**config.mk**
```make
export PLATFORM = sky130hd
export DESIGN_NAME = rff_flag_bank
export DESIGN_NICKNAME = d
export VERILOG_FILES = /design/src/verilog/rff_miss_counter.v /design/src/verilog/rff_flag_bank.v
export VERILOG_INCLUDE_DIRS = /design/src /design/src/verilog
export SDC_FILE = /design/constraint.sdc
export NUM_CORES = 1
export LEC_CHECK = 0
export ABC_CLOCK_PERIOD_IN_PS = 1200
export BUFFER_PORTS_ARGS = -buffer_cell sky130_fd_sc_hd__buf_2
export CORE_MARGIN = 8
export CORE_UTILIZATION = 37
export CTS_CLUSTER_DIAMETER = 60
export DETAILED_ROUTE_END_ITERATION = 12
export PLACE_DENSITY = 0.7
export SLEW_MARGIN = 20
export SYNTH_ARGS = -nofsm -noshare
export SYNTH_HDL_FRONTEND = slang
export SYNTH_SLANG_ARGS = --single-unit
```
**constraint.sdc**
```tcl
create_clock -name clock_in -period 1.2 [get_ports clock_in]
set_input_delay 0.18 -clock clock_in [delete_from_list [all_inputs] [get_ports clock_in]]
set_output_delay 0.18 -clock clock_in [all_outputs]
set_load 0.01 [all_outputs]
```
**src/verilog/rff_defs.vh**
```
// constants for the event flag byte and frequency readout
`ifndef RFF_DEFS_VH
`define RFF_DEFS_VH
`define RFF_ADDR_W          7
`define RFF_OFS_EVENT_FLAGS 7'h06
`define RFF_OFS_FREQ_UPPER  7'h07
`define RFF_RST_EVENT_FLAGS 8'h3F
`define RFF_RST_FREQ_UPPER  8'h00
`define RFF_BIT_MODE_CHG    7
`define RFF_BIT_REF_LOSS    6
`define RFF_BIT_STANDBY_CHG 0
`define RFF_FREQ_MSB        18
`define RFF_FREQ_LSB        16
`define RFF_FREQ_W          19
`define RFF_MISS_LIMIT      2'h2
`define RFF_MODE_W          3
`define RFF_MODE_FREERUN    3'h1
`define RFF_MODE_HOLDOVER   3'h2
`endif

```
**src/verilog/rff_miss_counter.v**
```verilog
// counts missing reference cycles for the main loop
`timescale 1ns/100ps
`include "rff_defs.vh"
module rff_miss_counter (
	// clock and reset
	input  wire       clock_in,
	input  wire       rst_n_in,
	// reference activity
	input  wire       ref_edge_in,
	input  wire       cycle_due_in,
	input  wire       inhibit_in,
	// result
	output reg        loss_out
);
	reg [1:0] miss_ff;
	reg [1:0] nxt_miss;

	always @* begin
		nxt_miss = miss_ff;
		if (inhibit_in || ref_edge_in)
			nxt_miss = 2'h0;
		else if (cycle_due_in && miss_ff != `RFF_MISS_LIMIT)
			nxt_miss = miss_ff + 2'h1;
	end

	always @(posedge clock_in or negedge rst_n_in) begin
		if (!rst_n_in) begin
			miss_ff  <= 2'h0;
			loss_out <= 1'b0;
		end else begin
			miss_ff  <= nxt_miss;
			// one-cycle pulse when the second miss lands
			loss_out <= !inhibit_in && !ref_edge_in && cycle_due_in
				&& (miss_ff == `RFF_MISS_LIMIT - 2'h1);
		end
	end
endmodule // rff_miss_counter

```
**src/verilog/rff_flag_bank.v**
```verilog
// event flag byte and upper frequency readout registers
`timescale 1ns/100ps
`include "rff_defs.vh"
// How it works
// - flag main loop reference loss after two missing input cycles.
// - never raise reference loss flag in free-run or holdover.
// - bit 6 latches on loss, cleared by writing 1.
// - bit 0 sets on any standby input validity change.
// - bit 0 stays latched until software writes 1.
// - frequency byte bits 2:0 show loop frequency bits 18:16.
// - selector 0 reports main loop frequency.
// - bit 7 latches on operating mode change, write 1 clears.
module rff_flag_bank (
	// clock and reset
	input  wire                    clock_in,
	input  wire                    rst_n_in,
	// register port
	input  wire [`RFF_ADDR_W-1:0]  reg_addr_in,
	input  wire                    reg_wr_in,
	input  wire [7:0]              reg_wdata_in,
	output reg  [7:0]              reg_rdata_out,
	// main loop status
	input  wire [`RFF_MODE_W-1:0]  main_loop_mode_in,
	input  wire                    main_ref_edge_in,
	input  wire                    main_cycle_due_in,
	// standby input
	input  wire                    standby_clock_input_valid_in,
	// frequency sources and selector
	input  wire [`RFF_FREQ_W-1:0]  main_loop_freq_in,
	input  wire [`RFF_FREQ_W-1:0]  auxiliary_loop_freq_in,
	input  wire                    loop_readout_selector_in,
	// flag outputs
	output reg                     main_loop_fast_ref_loss_flag_out,
	output reg                     standby_input_change_flag_out,
	output reg                     mode_change_flag_out
);
	reg [7:0]             flags_ff;
	wire [7:0]            nxt_flags;
	wire [7:0]            flag_set;
	wire [7:0]            flag_clr;
	reg [2:0]             freq_ff;
	reg [`RFF_MODE_W-1:0] mode_ff;
	reg                   standby_ff;
	reg                   valid_seen_ff;
	wire                  loss_pulse;
	wire                  inhibit;
	wire                  clr_wr;
	wire [7:0]            rd_mux;
	genvar                gi;

	// offset decode shared by the clear strobe and the read mux
	function rff_at_offset;
		input [`RFF_ADDR_W-1:0] addr;
		input [`RFF_ADDR_W-1:0] ofs;
		begin
			rff_at_offset = (addr == ofs);
		end
	endfunction

	assign inhibit = (main_loop_mode_in == `RFF_MODE_FREERUN) ||
		(main_loop_mode_in == `RFF_MODE_HOLDOVER);

	rff_miss_counter u_miss (
		.clock_in     (clock_in),
		.rst_n_in     (rst_n_in),
		.ref_edge_in  (main_ref_edge_in),
		.cycle_due_in (main_cycle_due_in),
		.inhibit_in   (inhibit),
		.loss_out     (loss_pulse)
	);

	assign clr_wr = reg_wr_in && rff_at_offset(reg_addr_in, `RFF_OFS_EVENT_FLAGS);

	// hardware events per bit; unused bits never set again after a clear
	assign flag_set[`RFF_BIT_MODE_CHG]    = valid_seen_ff && (main_loop_mode_in != mode_ff);
	assign flag_set[`RFF_BIT_REF_LOSS]    = loss_pulse && !inhibit;
	assign flag_set[5:1]                  = 5'h00;
	assign flag_set[`RFF_BIT_STANDBY_CHG] = valid_seen_ff && (standby_clock_input_valid_in != standby_ff);

	assign flag_clr = clr_wr ? reg_wdata_in : 8'h00;

	generate
		for (gi = 0; gi < 8; gi = gi + 1) begin : g_flag
			// set beats clear so an event in the clearing cycle survives
			assign nxt_flags[gi] = flag_set[gi] | (flags_ff[gi] & ~flag_clr[gi]);
		end
	endgenerate

	assign rd_mux = rff_at_offset(reg_addr_in, `RFF_OFS_EVENT_FLAGS) ? nxt_flags :
		rff_at_offset(reg_addr_in, `RFF_OFS_FREQ_UPPER) ? {5'h00, freq_ff} : 8'h00;

	always @(posedge clock_in or negedge rst_n_in) begin
		if (!rst_n_in) begin
			flags_ff      <= `RFF_RST_EVENT_FLAGS;
			freq_ff       <= 3'h0;
			mode_ff       <= {`RFF_MODE_W{1'b0}};
			standby_ff    <= 1'b0;
			valid_seen_ff <= 1'b0;
			reg_rdata_out <= 8'h00;
			main_loop_fast_ref_loss_flag_out <= 1'b0;
			standby_input_change_flag_out    <= 1'b0;
			mode_change_flag_out             <= 1'b0;
		end else begin
			flags_ff      <= nxt_flags;
			// sampled history only valid after first post-reset edge
			valid_seen_ff <= 1'b1;
			mode_ff       <= main_loop_mode_in;
			standby_ff    <= standby_clock_input_valid_in;
			if (loop_readout_selector_in)
				freq_ff <= auxiliary_loop_freq_in[`RFF_FREQ_MSB:`RFF_FREQ_LSB];
			else
				freq_ff <= main_loop_freq_in[`RFF_FREQ_MSB:`RFF_FREQ_LSB];
			reg_rdata_out <= rd_mux;
			main_loop_fast_ref_loss_flag_out <= nxt_flags[`RFF_BIT_REF_LOSS];
			standby_input_change_flag_out    <= nxt_flags[`RFF_BIT_STANDBY_CHG];
			mode_change_flag_out             <= nxt_flags[`RFF_BIT_MODE_CHG];
		end
	end
endmodule // rff_flag_bank

```
==> results of run 1 <==
[per-stage QoR]
step | power, mW | setup TNS, ns | std cells | cell area, um2 | hold WS, ns
floorplan | 1.07 | -1.94 | 95 | 1150 | -0.116
global placement | 1.17 | -4.42 | 171 | 1410 | 0.213
detailed placement | 1.18 | -4.53 | 171 | 1410 | 0.214
CTS | 1.57 | -0.00854 | 180 | 1490 | 0.000388
global route | 1.68 | -0.0448 | 183 | 1580 | 0.00258
finish | 1.59 | -0.0435 | 183 | 1580 | 0.0168
[worst max-delay path, delay by kind of cell]
| family | cells | cell delay [ns] |
|---|---|---|
| compound gates | 1 | 0.15 |
| simple gates | 2 | 1.07 |
| buf+inv | 1 | 0.09 |
[synth_stat cells (all sizes together), types with 3 or more instances]
library cell / instances
dfrtp: 22
nand2: 12
a21oi: 6
dfstp: 6
a21boi: 5
nor2: 4
xor2: 4
and3: 3
inv: 3
mux2: 3
[routing by layer]
metal	vias up	track usage	part of all wire	wire length, um
li1	435	-	-	-
met1	439	0.114	0.42	1130
met2	28	0.168	0.47	1260
met3	4	0.0460	0.090	239
met4	0	0.0431	0.012	31
met5	-	0	0	0
[cell type report]
class | instances | area, um2 | share of cell area
Sequential cell | 28 | 708 | 0.449
Tap cell | 33 | 41.3 | 0.0262
Timing Repair Buffer | 52 | 312 | 0.197
Clock buffer | 4 | 26.3 | 0.0167
Inverter | 3 | 11.3 | 0.00714
Multi-Input combinational cell | 63 | 479 | 0.304
[report_power, final]
group	internal (mW)	total [mW]	switching, mW
Combinational	0.113	0.220	0.107
Clock	0.130	0.386	0.256
Sequential	0.970	0.985	0.0145
[sequential cells by signal, indices dropped and copies added, names as in the netlist]
register,count
reg_rdata_out,8
flags_ff,8
valid_seen_ff,1
u_miss.miss_ff,2
u_miss.loss_out,1
standby_ff,1
mode_ff,3
freq_ff,3
standby_input_change_flag_out,1
[repair_timing]
item	in CTS	in global routing
pin swaps	1	1
endpoints found under the setup margin	4	8
gates cloned	0	0
buffers inserted	1	0
hold buffers	4	3
resized for setup	2	10
endpoints found under the hold margin	25	3
[logic make-up (layout without fill, tap and decap cells)]
group                      after synthesis  after routing  share of synthesized area
muxes                                    3              3                     0.0295
AOI/OAI and AO/OA                       19             19                      0.107
adders and majority gates                2              2                     0.0218
DFF                                     28             28                      0.618
buffers and inverters                    4             59                     0.0131
other                                    1              1                    0.00327
and+or+nand+nor                         32             32                      0.162
xor gates and xnor gates                 6              6                     0.0459
[worst paths after layout]
path | start | slack (ns) | end
min in group asynchronous | rst_n_in | 0.37 | standby_ff
setup / recovery | reg_addr_in[6] | -0.03 | reg_rdata_out[6]
max in group asynchronous | rst_n_in | 0.45 | flags_ff[4]
hold / removal | reg_wdata_in[5] | 0.02 | flags_ff[5]
hold reg to reg | flags_ff[5] | 0.49 | flags_ff[5]
setup reg to reg | u_miss.miss_ff[1] | 0.07 | u_miss.miss_ff[1]
==> results.txt, run 1 <==
The tools report the top achievable clock speed as 0.811 GHz. The number of cells produced by synthesis came out at 95. The run gives 0 as the DRC violation count after routing. 74 I/O pins were placed.

In this run the standard cell core region covers 3000 um2. The die width came out at 71.7 um. The initial antenna violation count is 0, and the clock edge transition at the registers on the reported setup and hold paths is 0.14 ns.

The first detailed-routing pass took 4 iterations. The count of inserted antenna diode cells is 0, and the total power per unit cell area is 1010 nW/um2. The overflow left after global routing was 0.

The initial cell density of the core is 0.382, and the number of enable flip-flop cells after synthesis is 0. The peak ir drop on the vdd network was 324 uV; the proportion of netlist area held by the largest area contributor was 0.480. The count of different cell masters after synthesis is 29. In this design, the stage delay of the slowest critical-path cell is 0.57 ns.

Walking the worst path, the cells encountered are buf_6 -> or4b_4 -> or4b_4 -> a31oi_1. The final reports fail on negative setup slack. The library cell used most frequently in the layout, excluding fill and tap cells, is sky130_fd_sc_hd__buf_2.

The number of pins exceeding their max-slew limit in the final report is 0. The via count of the first global-routing pass is 983, and the arrival time reported for the critical path endpoint is 1.49 ns. At the end of routability-driven placement, the weighted congestion stood at 0.749.

The Yosys step of the flow raised 0 warnings. The tools report the number of H-tree branching levels as 1. The initialized floorplan defines 20 standard-cell rows. By area the synthesized netlist is led by sky130_fd_sc_hd__dfrtp_1 48%, sky130_fd_sc_hd__dfstp_2 14%, sky130_fd_sc_hd__nand2_1 3.9%. The biggest fanout along the worst timing path was 4; the area growth from synthesis to layout was 37.7%. The detail route stage leaves a number of antenna-violating nets equal to 0.

The largest total area in the synthesized netlist belongs to sky130_fd_sc_hd__dfrtp_1. The half-perimeter wire length after placement was 1960 um. Setup repair after global routing could not meet its margin everywhere. The logs give 160 for the post-synth net total and 906 for the via count. The tools report the number of hold violations in the final report as 0.

The number of buffers inserted by port buffering was 41; the wire length per cell after detailed routing was 14.6 um. The insertion delay to the later sink of the worst-skew pair was 0.32 ns; the fraction of final layout cells sized beyond drive strength 1 was 0.453. Each instance of the synthesized netlist takes up on average 12.1 um2.

The final critical-path share of the clock period came out at 1.03. The via density per instance came out at 4.95. The clock period minus worst slack was 1.23 ns; the slew at the pin with the worst max-slew slack was 0.572 ns. Number of clock buffers inserted by TritonCTS: 3. The class of the most critical setup path was input port to register. The largest individual stage delay along the critical path comes from the cell sky130_fd_sc_hd__or4b_4. TritonCTS built the clock tree. The tree built by TritonCTS fans out to 28 sinks. The run gives -0.0325 ns as the smallest setup slack after layout.

By instance count, the cell type seen most on the critical path is sky130_fd_sc_hd__or4b_4. The async set-or-reset flop fraction in the synthesized netlist is 1.00. The worst setup path is launched from an input port.

The logs give 0.103 for the overall fraction of global-route tracks in use and 5130 um2 for the floorplan die area. The flow ran to the end, but the final reports show violations. The tools report the maximum number of pins on one net before global-route repair as 29. The synthesized netlist occupies a cell area of 1150 um2.

The logs give 1.46 ns for the required time of the worst setup path and 216 for the net count reported at finish. The path class of the tightest hold or removal check is input port to register. Measured along the y axis, the die boundary spans 71.7 um. For the register area share after synthesis, the log shows 0.618. The total wirelength of the detailed-routed design was 2670 um; the instance count along the most critical hold path was 2. For the worst flop-to-flop path, the logic depth is 4.

The top cell types in the final layout, fill and taps aside, are 40 x sky130_fd_sc_hd__buf_2, 22 x sky130_fd_sc_hd__dfrtp_1, 12 x sky130_fd_sc_hd__nand2_1. After filler insertion, the fill cell instance count of the layout stands at 286. The tool flagged a number of max-cap violations equal to 0.

The share of the core filled with cells in the final layout came out at 0.525. In the synthesized netlist the dominant register cell turns out to be sky130_fd_sc_hd__dfrtp_1. At the placement stage, the worst setup path has a slack of -0.377 ns.

The count of state elements after synthesis came out at 28. The violation count after the first detailed-route iteration is 33, and the tightest slew margin relative to the limit is 0.619. The tools report the type of destination of the critical path as a register.

The first global-routing pass estimated 4270 um of wire. For the final database, setup skew stands at 0.00381 ns. Root buffer cell: sky130_fd_sc_hd__clkbuf_4. The count of final setup violators was 3; the static leakage was 0.749 nW. The run gives 2 as the maximum buffer depth of the clock tree.
No activity file was read; power rests on OpenSTA's default activity.
==> run 2: changes to the inputs <==
- BUFFER_PORTS_ARGS: -buffer_cell sky130_fd_sc_hd__buf_2 -> unset
- CORE_UTILIZATION: 37 -> 53
- DONT_BUFFER_PORTS: unset -> 1
- PLACE_DENSITY: 0.7 -> 0.67
- SKIP_CTS_REPAIR_TIMING: unset -> 1
==> results.txt, run 2 (synthesis results as in run 1) <==
The run finished with clean final reports. The logic depth of the worst register-to-register path is 3 (was 4). The logs give 0.869 GHz (was 0.811 GHz) for the top achievable clock speed and 0 (unchanged) for the overflow left after global routing. The instance area after placement is 1210 um2 (was 1410 um2).

Largest regs: flags_ff: 8 flops, reg_rdata_out: 8 flops (unchanged). The most frequent standard cell in the layout excluding fill and tap cells is sky130_fd_sc_hd__dfrtp_1 (was sky130_fd_sc_hd__buf_2). Commonest cells after routing, fill and taps aside: 22 x sky130_fd_sc_hd__dfrtp_1, 19 x sky130_fd_sc_hd__dlygate4sd3_1, 12 x sky130_fd_sc_hd__nand2_1 (was 40 x sky130_fd_sc_hd__buf_2, 22 x sky130_fd_sc_hd__dfrtp_1, 12 x sky130_fd_sc_hd__nand2_1).

The final critical-path share of the clock period is 0.959 (was 1.03). The power after layout was 1.77 mW (was 1.59 mW); the reported net switching power was 0.359 mW (was 0.377 mW). The total power per unit cell area works out to 1190 nW/um2 (was 1010 nW/um2). For the number of clock buffers inserted by TritonCTS, the log shows 3 (unchanged). The worst min-delay path category was input port to register (unchanged). The max-cap check violation count is 0 (unchanged). The number of standard-cell rows in the floorplan is 17 (was 20). The run gives 0 (unchanged) as the number of pins exceeding their max-slew limit in the final report. The violation count after the first detailed-route iteration is 18 (was 33), and the floorplan die area is 3910 um2 (was 5130 um2).

For the count of final setup violators, the log shows 0 (was 3). The run gives 1830 um (was 1960 um) as the half-perimeter wire length after placement. The clock period minus worst slack was 1.15 ns (was 1.23 ns); the net count reported at finish was 189 (was 216). The setup TNS after final layout was 0 ns (was -0.0435 ns); the height of the chip was 62.5 um (was 71.7 um). Class of the most critical setup path: register to register (was input port to register).

Initial antenna violation count: 1 (was 0). The fraction of final layout cells sized beyond drive strength 1 is 0.187 (was 0.453), and the number of fillers in the final layout is 146 (was 286). The instance count along the most critical hold path is 2 (unchanged). The number of buffers inserted by port buffering was 0 (was 41); the overall fraction of global-route tracks in use was 0.119 (was 0.103). For the sequential share of power, the log shows 0.555 (was 0.619). The logs give 0.345 (was 0.242) for the clock network fraction of total power and 2130 um2 (was 3000 um2) for the total core area. DRC violation count after routing: 0 (unchanged). The biggest fanout along the worst timing path came out at 3 (was 4). The static leakage came out at 0.646 nW (was 0.749 nW). The final hold slack came out at 0.0153 ns (was 0.0168 ns).

The placer's final routability congestion estimate came out at 0.750 (was 0.749). For the I/O pin count, the log shows 74 (unchanged). The post-route clock skew is 0.00867 ns (was 0.00381 ns), and the wire length per cell after detailed routing is 16.5 um (was 14.6 um). The clock edge transition at the registers on the reported setup and hold paths is 0.15 ns (was 0.14 ns). Insertion delay to the later sink of the worst-skew pair: 0.33 ns (was 0.32 ns). The clock sink total came out at 28 (unchanged). The root buffer cell was sky130_fd_sc_hd__clkbuf_4 (unchanged). The wire length of the first global-routing pass was 3730 um (was 4270 um); the number of hold violations in the final report was 0 (unchanged). The switching share of power was 0.202 (was 0.237); the via count was 811 (was 906).

The startpoint kind of the worst setup timing path was a register (was an input port). The arrival time reported for the critical path endpoint was 1.37 ns (was 1.49 ns). The tools report the count of nets left with antenna violations after detail routing as 0 (unchanged). The share of power burned in combinational logic was 0.099 (was 0.139); the number of H-tree branching levels was 1 (unchanged). The via density per instance is 5.34 (was 4.95).

The total wirelength of the detailed-routed design is 2500 um (was 2670 um). The total iterations of the first detailed-routing run was 4 (unchanged); the final cell count without fillers was 152 (was 183). Internal cell power: 1.41 mW (was 1.21 mW). The tools report the instance count after placement with tap cells included as 126 (was 171). TritonCTS built the clock tree. The die width came out at 62.5 um (was 71.7 um). The tools report the maximum number of pins on one net before global-route repair as 29 (unchanged). The area growth from synthesis to layout was 29.8% (was 37.7%); the peak ir drop on the vdd network was 731 uV (was 324 uV). The initial cell density of the core was 0.539 (was 0.382). Type of destination of the critical path: a register (unchanged). For the required time of the worst setup path, the log shows 1.42 ns (was 1.46 ns). The run gives 2 (unchanged) as the maximum buffer depth of the clock tree. The final instance area is 1490 um2 (was 1580 um2). The run gives 816 (was 983) as the via count of the first global-routing pass.
-- run 2: changes by cell type in the layout (fill, tap and decap cells not counted), sizes merged --
cell	previous run	this run
bufinv	0	1
diode	0	1
clkbuf	4	3
buf	45	6
dlygate4sd3	7	19
-- run 2: power by group through the flow --
stage / combinational (mW) / sequential [mW] / clock (mW)
2_1_floorplan: 0.0760 / 0.999 / 0
3_3_place_gp: 0.0897 / 1.00 / 0
3_5_place_dp: 0.0923 / 1.00 / 0
4_1_cts: 0.0930 / 0.984 / 0.620
5_1_grt: 0.199 / 0.987 / 0.652
6_report: 0.176 / 0.983 / 0.611
-- run 2: path summary, 6_finish.rpt --
| kind | slack, ns | startpoint | endpoint |
|---|---|---|---|
| setup / recovery | 0.05 | standby_ff | reg_rdata_out[0] |
| hold / removal | 0.02 | reg_addr_in[3] | reg_rdata_out[6] |
| setup reg to reg | 0.05 | standby_ff | reg_rdata_out[0] |
| hold reg to reg | 0.49 | flags_ff[3] | flags_ff[3] |
| max in group asynchronous | 0.70 | rst_n_in | flags_ff[2] |
| min in group asynchronous | 0.26 | rst_n_in | reg_rdata_out[3] |
-- run 2: per-layer routing --
| metal | wire length, um | vias up | GRT usage |
|---|---|---|---|
| li1 | - | 382 | - |
| met1 | 958 | 387 | 0.124 |
| met3 | 271 | 4 | 0.0573 |
| met5 | 0 | - | 0 |
| met2 | 1240 | 38 | 0.191 |
| met4 | 36 | 0 | 0.0684 |
-- run 2: worst max-delay path, stage by stage, from the launching register on --
cell	delay, ns
sky130_fd_sc_hd__dfrtp_1	0.41
sky130_fd_sc_hd__xor2_1	0.18
sky130_fd_sc_hd__a221oi_1	0.37
sky130_fd_sc_hd__nor3_1	0.09
-- run 2: stage by stage --
step | utilization | setup WS [ns]
floorplan | - | -0.232
finish | 0.699 | 0.0496
global placement | 0.568 | -0.253
CTS | 0.592 | 0.0128
global route | 0.699 | -0.00437
detailed placement | 0.568 | -0.281
-- run 2: final cells by class --
type / count / area (um2) / area share
well taps: 28 / 35.0 / 0.0235
clock inverters: 1 / 30.0 / 0.0202
flip-flops and latches: 28 / 708 / 0.476
diodes: 1 / 2.50 / 0.00168
multi-input cells: 63 / 430 / 0.289
repair buffers: 25 / 248 / 0.167
inverters: 3 / 11.3 / 0.00757
clock buffers: 3 / 22.5 / 0.0151
==> run 3: changes to the inputs <==
- REMOVE_ABC_BUFFERS: unset -> 1
==> results.txt, run 3 (synthesis results as in run 1) <==
The logs give 3800 um (was 3730 um) for the wire length of the first global-routing pass and 0 (unchanged) for the count of final setup violators. For the placer's final routability congestion estimate, the log shows 0.735 (was 0.750). For the number of pins exceeding their max-slew limit in the final report, the log shows 0 (unchanged). The arrival time reported for the critical path endpoint is 1.43 ns (was 1.37 ns), and the count of nets left with antenna violations after detail routing is 0 (unchanged). Cells traversed along the worst timing path: or4b_4 -> or4b_4 -> a31oi_1 (was xor2_1 -> a221oi_1 -> nor3_1). The final hold slack is -0.00436 ns (was 0.0153 ns), and the overflow left after global routing is 0 (unchanged). The run gives 1.46 ns (was 1.42 ns) as the required time of the worst setup path.

For the post-route clock skew, the log shows 0.00949 ns (was 0.00867 ns). Setup repair after global routing left no endpoint under its margin. The biggest fanout along the worst timing path works out to 5 (was 3). The checks that failed: negative hold slack. The via density per instance came out at 5.37 (was 5.34). The insertion delay to the later sink of the worst-skew pair was 0.32 ns (was 0.33 ns); the maximum number of pins on one net before global-route repair was 29 (unchanged). The startpoint kind of the worst setup timing path is an input port (was a register). The final critical-path share of the clock period was 0.974 (was 0.959). The fraction of final layout cells sized beyond drive strength 1 works out to 0.168 (was 0.187). The tools report the total iterations of the first detailed-routing run as 3 (was 4).

The number of buffers inserted by port buffering is 0 (unchanged), and the number of H-tree branching levels is 1 (unchanged). Commonest cells after routing, fill and taps aside: 22 x sky130_fd_sc_hd__dfrtp_1, 21 x sky130_fd_sc_hd__dlygate4sd3_1, 12 x sky130_fd_sc_hd__nand2_1 (was 22 x sky130_fd_sc_hd__dfrtp_1, 19 x sky130_fd_sc_hd__dlygate4sd3_1, 12 x sky130_fd_sc_hd__nand2_1). The type of destination of the critical path was a register (unchanged). The peak ir drop on the vdd network is 587 uV (was 731 uV). The run gives 3 (unchanged) as the number of clock buffers inserted by TritonCTS. The most frequent standard cell in the layout excluding fill and tap cells was sky130_fd_sc_hd__dfrtp_1 (unchanged). The static leakage came out at 0.639 nW (was 0.646 nW). For the via count, the log shows 822 (was 811). The flow ran to the end, but the final reports show violations.

The DRC violation count after routing is 0 (unchanged), and the power after layout is 1.55 mW (was 1.77 mW). The clock period minus worst slack came out at 1.17 ns (was 1.15 ns). TritonCTS built the clock tree. Slowest cell on the critical path: sky130_fd_sc_hd__or4b_4 (was sky130_fd_sc_hd__dfrtp_1).

The run gives 0 (unchanged) as the max-cap check violation count. The height of the chip is 62.5 um (unchanged). In this design, the critical path's most frequently occurring cell is sky130_fd_sc_hd__or4b_4.

The clock edge transition at the registers on the reported setup and hold paths works out to 0.14 ns (was 0.15 ns). The violation count after the first detailed-route iteration came out at 22 (was 18). The total core area is 2130 um2 (unchanged), and the I/O pin count is 74 (unchanged). For the initial antenna violation count, the log shows 0 (was 1). The class of the most critical setup path is input port to register (was register to register). The total power per unit cell area was 1050 nW/um2 (was 1190 nW/um2). The setup TNS after final layout is 0 ns (unchanged), and the number of standard-cell rows in the floorplan is 17 (unchanged). The smallest setup slack after layout was 0.0316 ns (was 0.0496 ns). The tools report the worst setup slack before clock tree synthesis as -0.319 ns (was -0.281 ns). The wire length per cell after detailed routing works out to 16.2 um (was 16.5 um).

The number of buffers and inverters on the critical path is 0 (unchanged), and the number of hold violations in the final report is 1 (was 0). The run gives 0.856 GHz (was 0.869 GHz) as the top achievable clock speed. The root buffer cell is sky130_fd_sc_hd__clkbuf_4 (unchanged). Half-perimeter wire length after placement: 1690 um (was 1830 um). The worst min-delay path category was input port to register (unchanged). Largest regs: flags_ff: 8 flops, reg_rdata_out: 8 flops (unchanged). Critical path's top delay family: simple AND/OR/NAND/NOR gates (was flip-flops).

The count of inserted antenna diode cells came out at 0 (was 1). Maximum buffer depth of the clock tree: 2 (unchanged). The floorplan die area is 3910 um2 (unchanged), and the initial cell density of the core is 0.539 (unchanged).

The die width is 62.5 um (unchanged). The area growth from synthesis to layout was 28.6% (was 29.8%); the clock sink total was 28 (unchanged). For the total wirelength of the detailed-routed design, the log shows 2480 um (was 2500 um). For the overall fraction of global-route tracks in use, the log shows 0.119 (about the same). The net count reported at finish was 191 (was 189). For the via count of the first global-routing pass, the log shows 819 (was 816).

The largest stage delay on the critical path was 0.56 ns (was 0.41 ns).
run 3: changes by cell type in the layout (fill, tap and decap cells not counted):
cell / previous run / this run
sky130_fd_sc_hd__bufinv_16: 1 / 0
sky130_fd_sc_hd__o31ai_2: 1 / 0
sky130_fd_sc_hd__clkbuf_1: 0 / 1
sky130_fd_sc_hd__dlygate4sd3_1: 19 / 21
sky130_fd_sc_hd__o31ai_1: 1 / 2
sky130_fd_sc_hd__diode_2: 1 / 0
run 3: per-stage QoR:
step / util / instance area [um2] / instances
after global routing: 0.693 / 1470 / 153
final: 0.693 / 1470 / 153
after global placement: 0.568 / 1210 / 126
after floorplan: - / 1140 / 94
after detailed placement: 0.568 / 1210 / 126
after CTS: 0.580 / 1230 / 130
run 3: path summary, 6_finish.rpt:
| path | start | depth (start not counted) | endpoint | slack (ns) |
|---|---|---|---|---|
| min in group asynchronous | rst_n_in | 2 | standby_ff | 0.27 |
| hold reg to reg | flags_ff[3] | 1 | flags_ff[3] | 0.49 |
| setup reg to reg | standby_ff | 3 | reg_rdata_out[0] | 0.04 |
| hold / removal | reg_addr_in[0] | 2 | reg_rdata_out[1] | -0.004 |
| setup / recovery | reg_addr_in[5] | 3 | reg_rdata_out[6] | 0.03 |
| max in group asynchronous | rst_n_in | 2 | flags_ff[2] | 0.70 |
run 3: report_power, final:
part	internal (mW)	switching [mW]
logic	0.108	0.0723
registers	0.970	0.0126
clock network	0.130	0.259
run 3: final cells by class:
cell class	count	area (um2)
Timing Repair Buffer	27	268
Multi-Input combinational cell	63	425
Sequential cell	28	708
Clock buffer	4	26.3
Tap cell	28	35.0
Fill cell	156	653
Inverter	3	11.3
run 3: worst register-to-register path, stage by stage (launching register included):
cell and delay, ns:
sky130_fd_sc_hd__dfrtp_1 0.40, sky130_fd_sc_hd__xor2_1 0.19, sky130_fd_sc_hd__a221oi_1 0.38, sky130_fd_sc_hd__nor3_1 0.09
run 3: per-layer routing:
metal / track usage / part of all wire / up-vias
met5: 0 / 0 / -
met4: 0.0598 / 0.021 / 0
met3: 0.0376 / 0.067 / 5
met2: 0.208 / 0.50 / 25
met1: 0.124 / 0.41 / 407
li1: - / - / 385
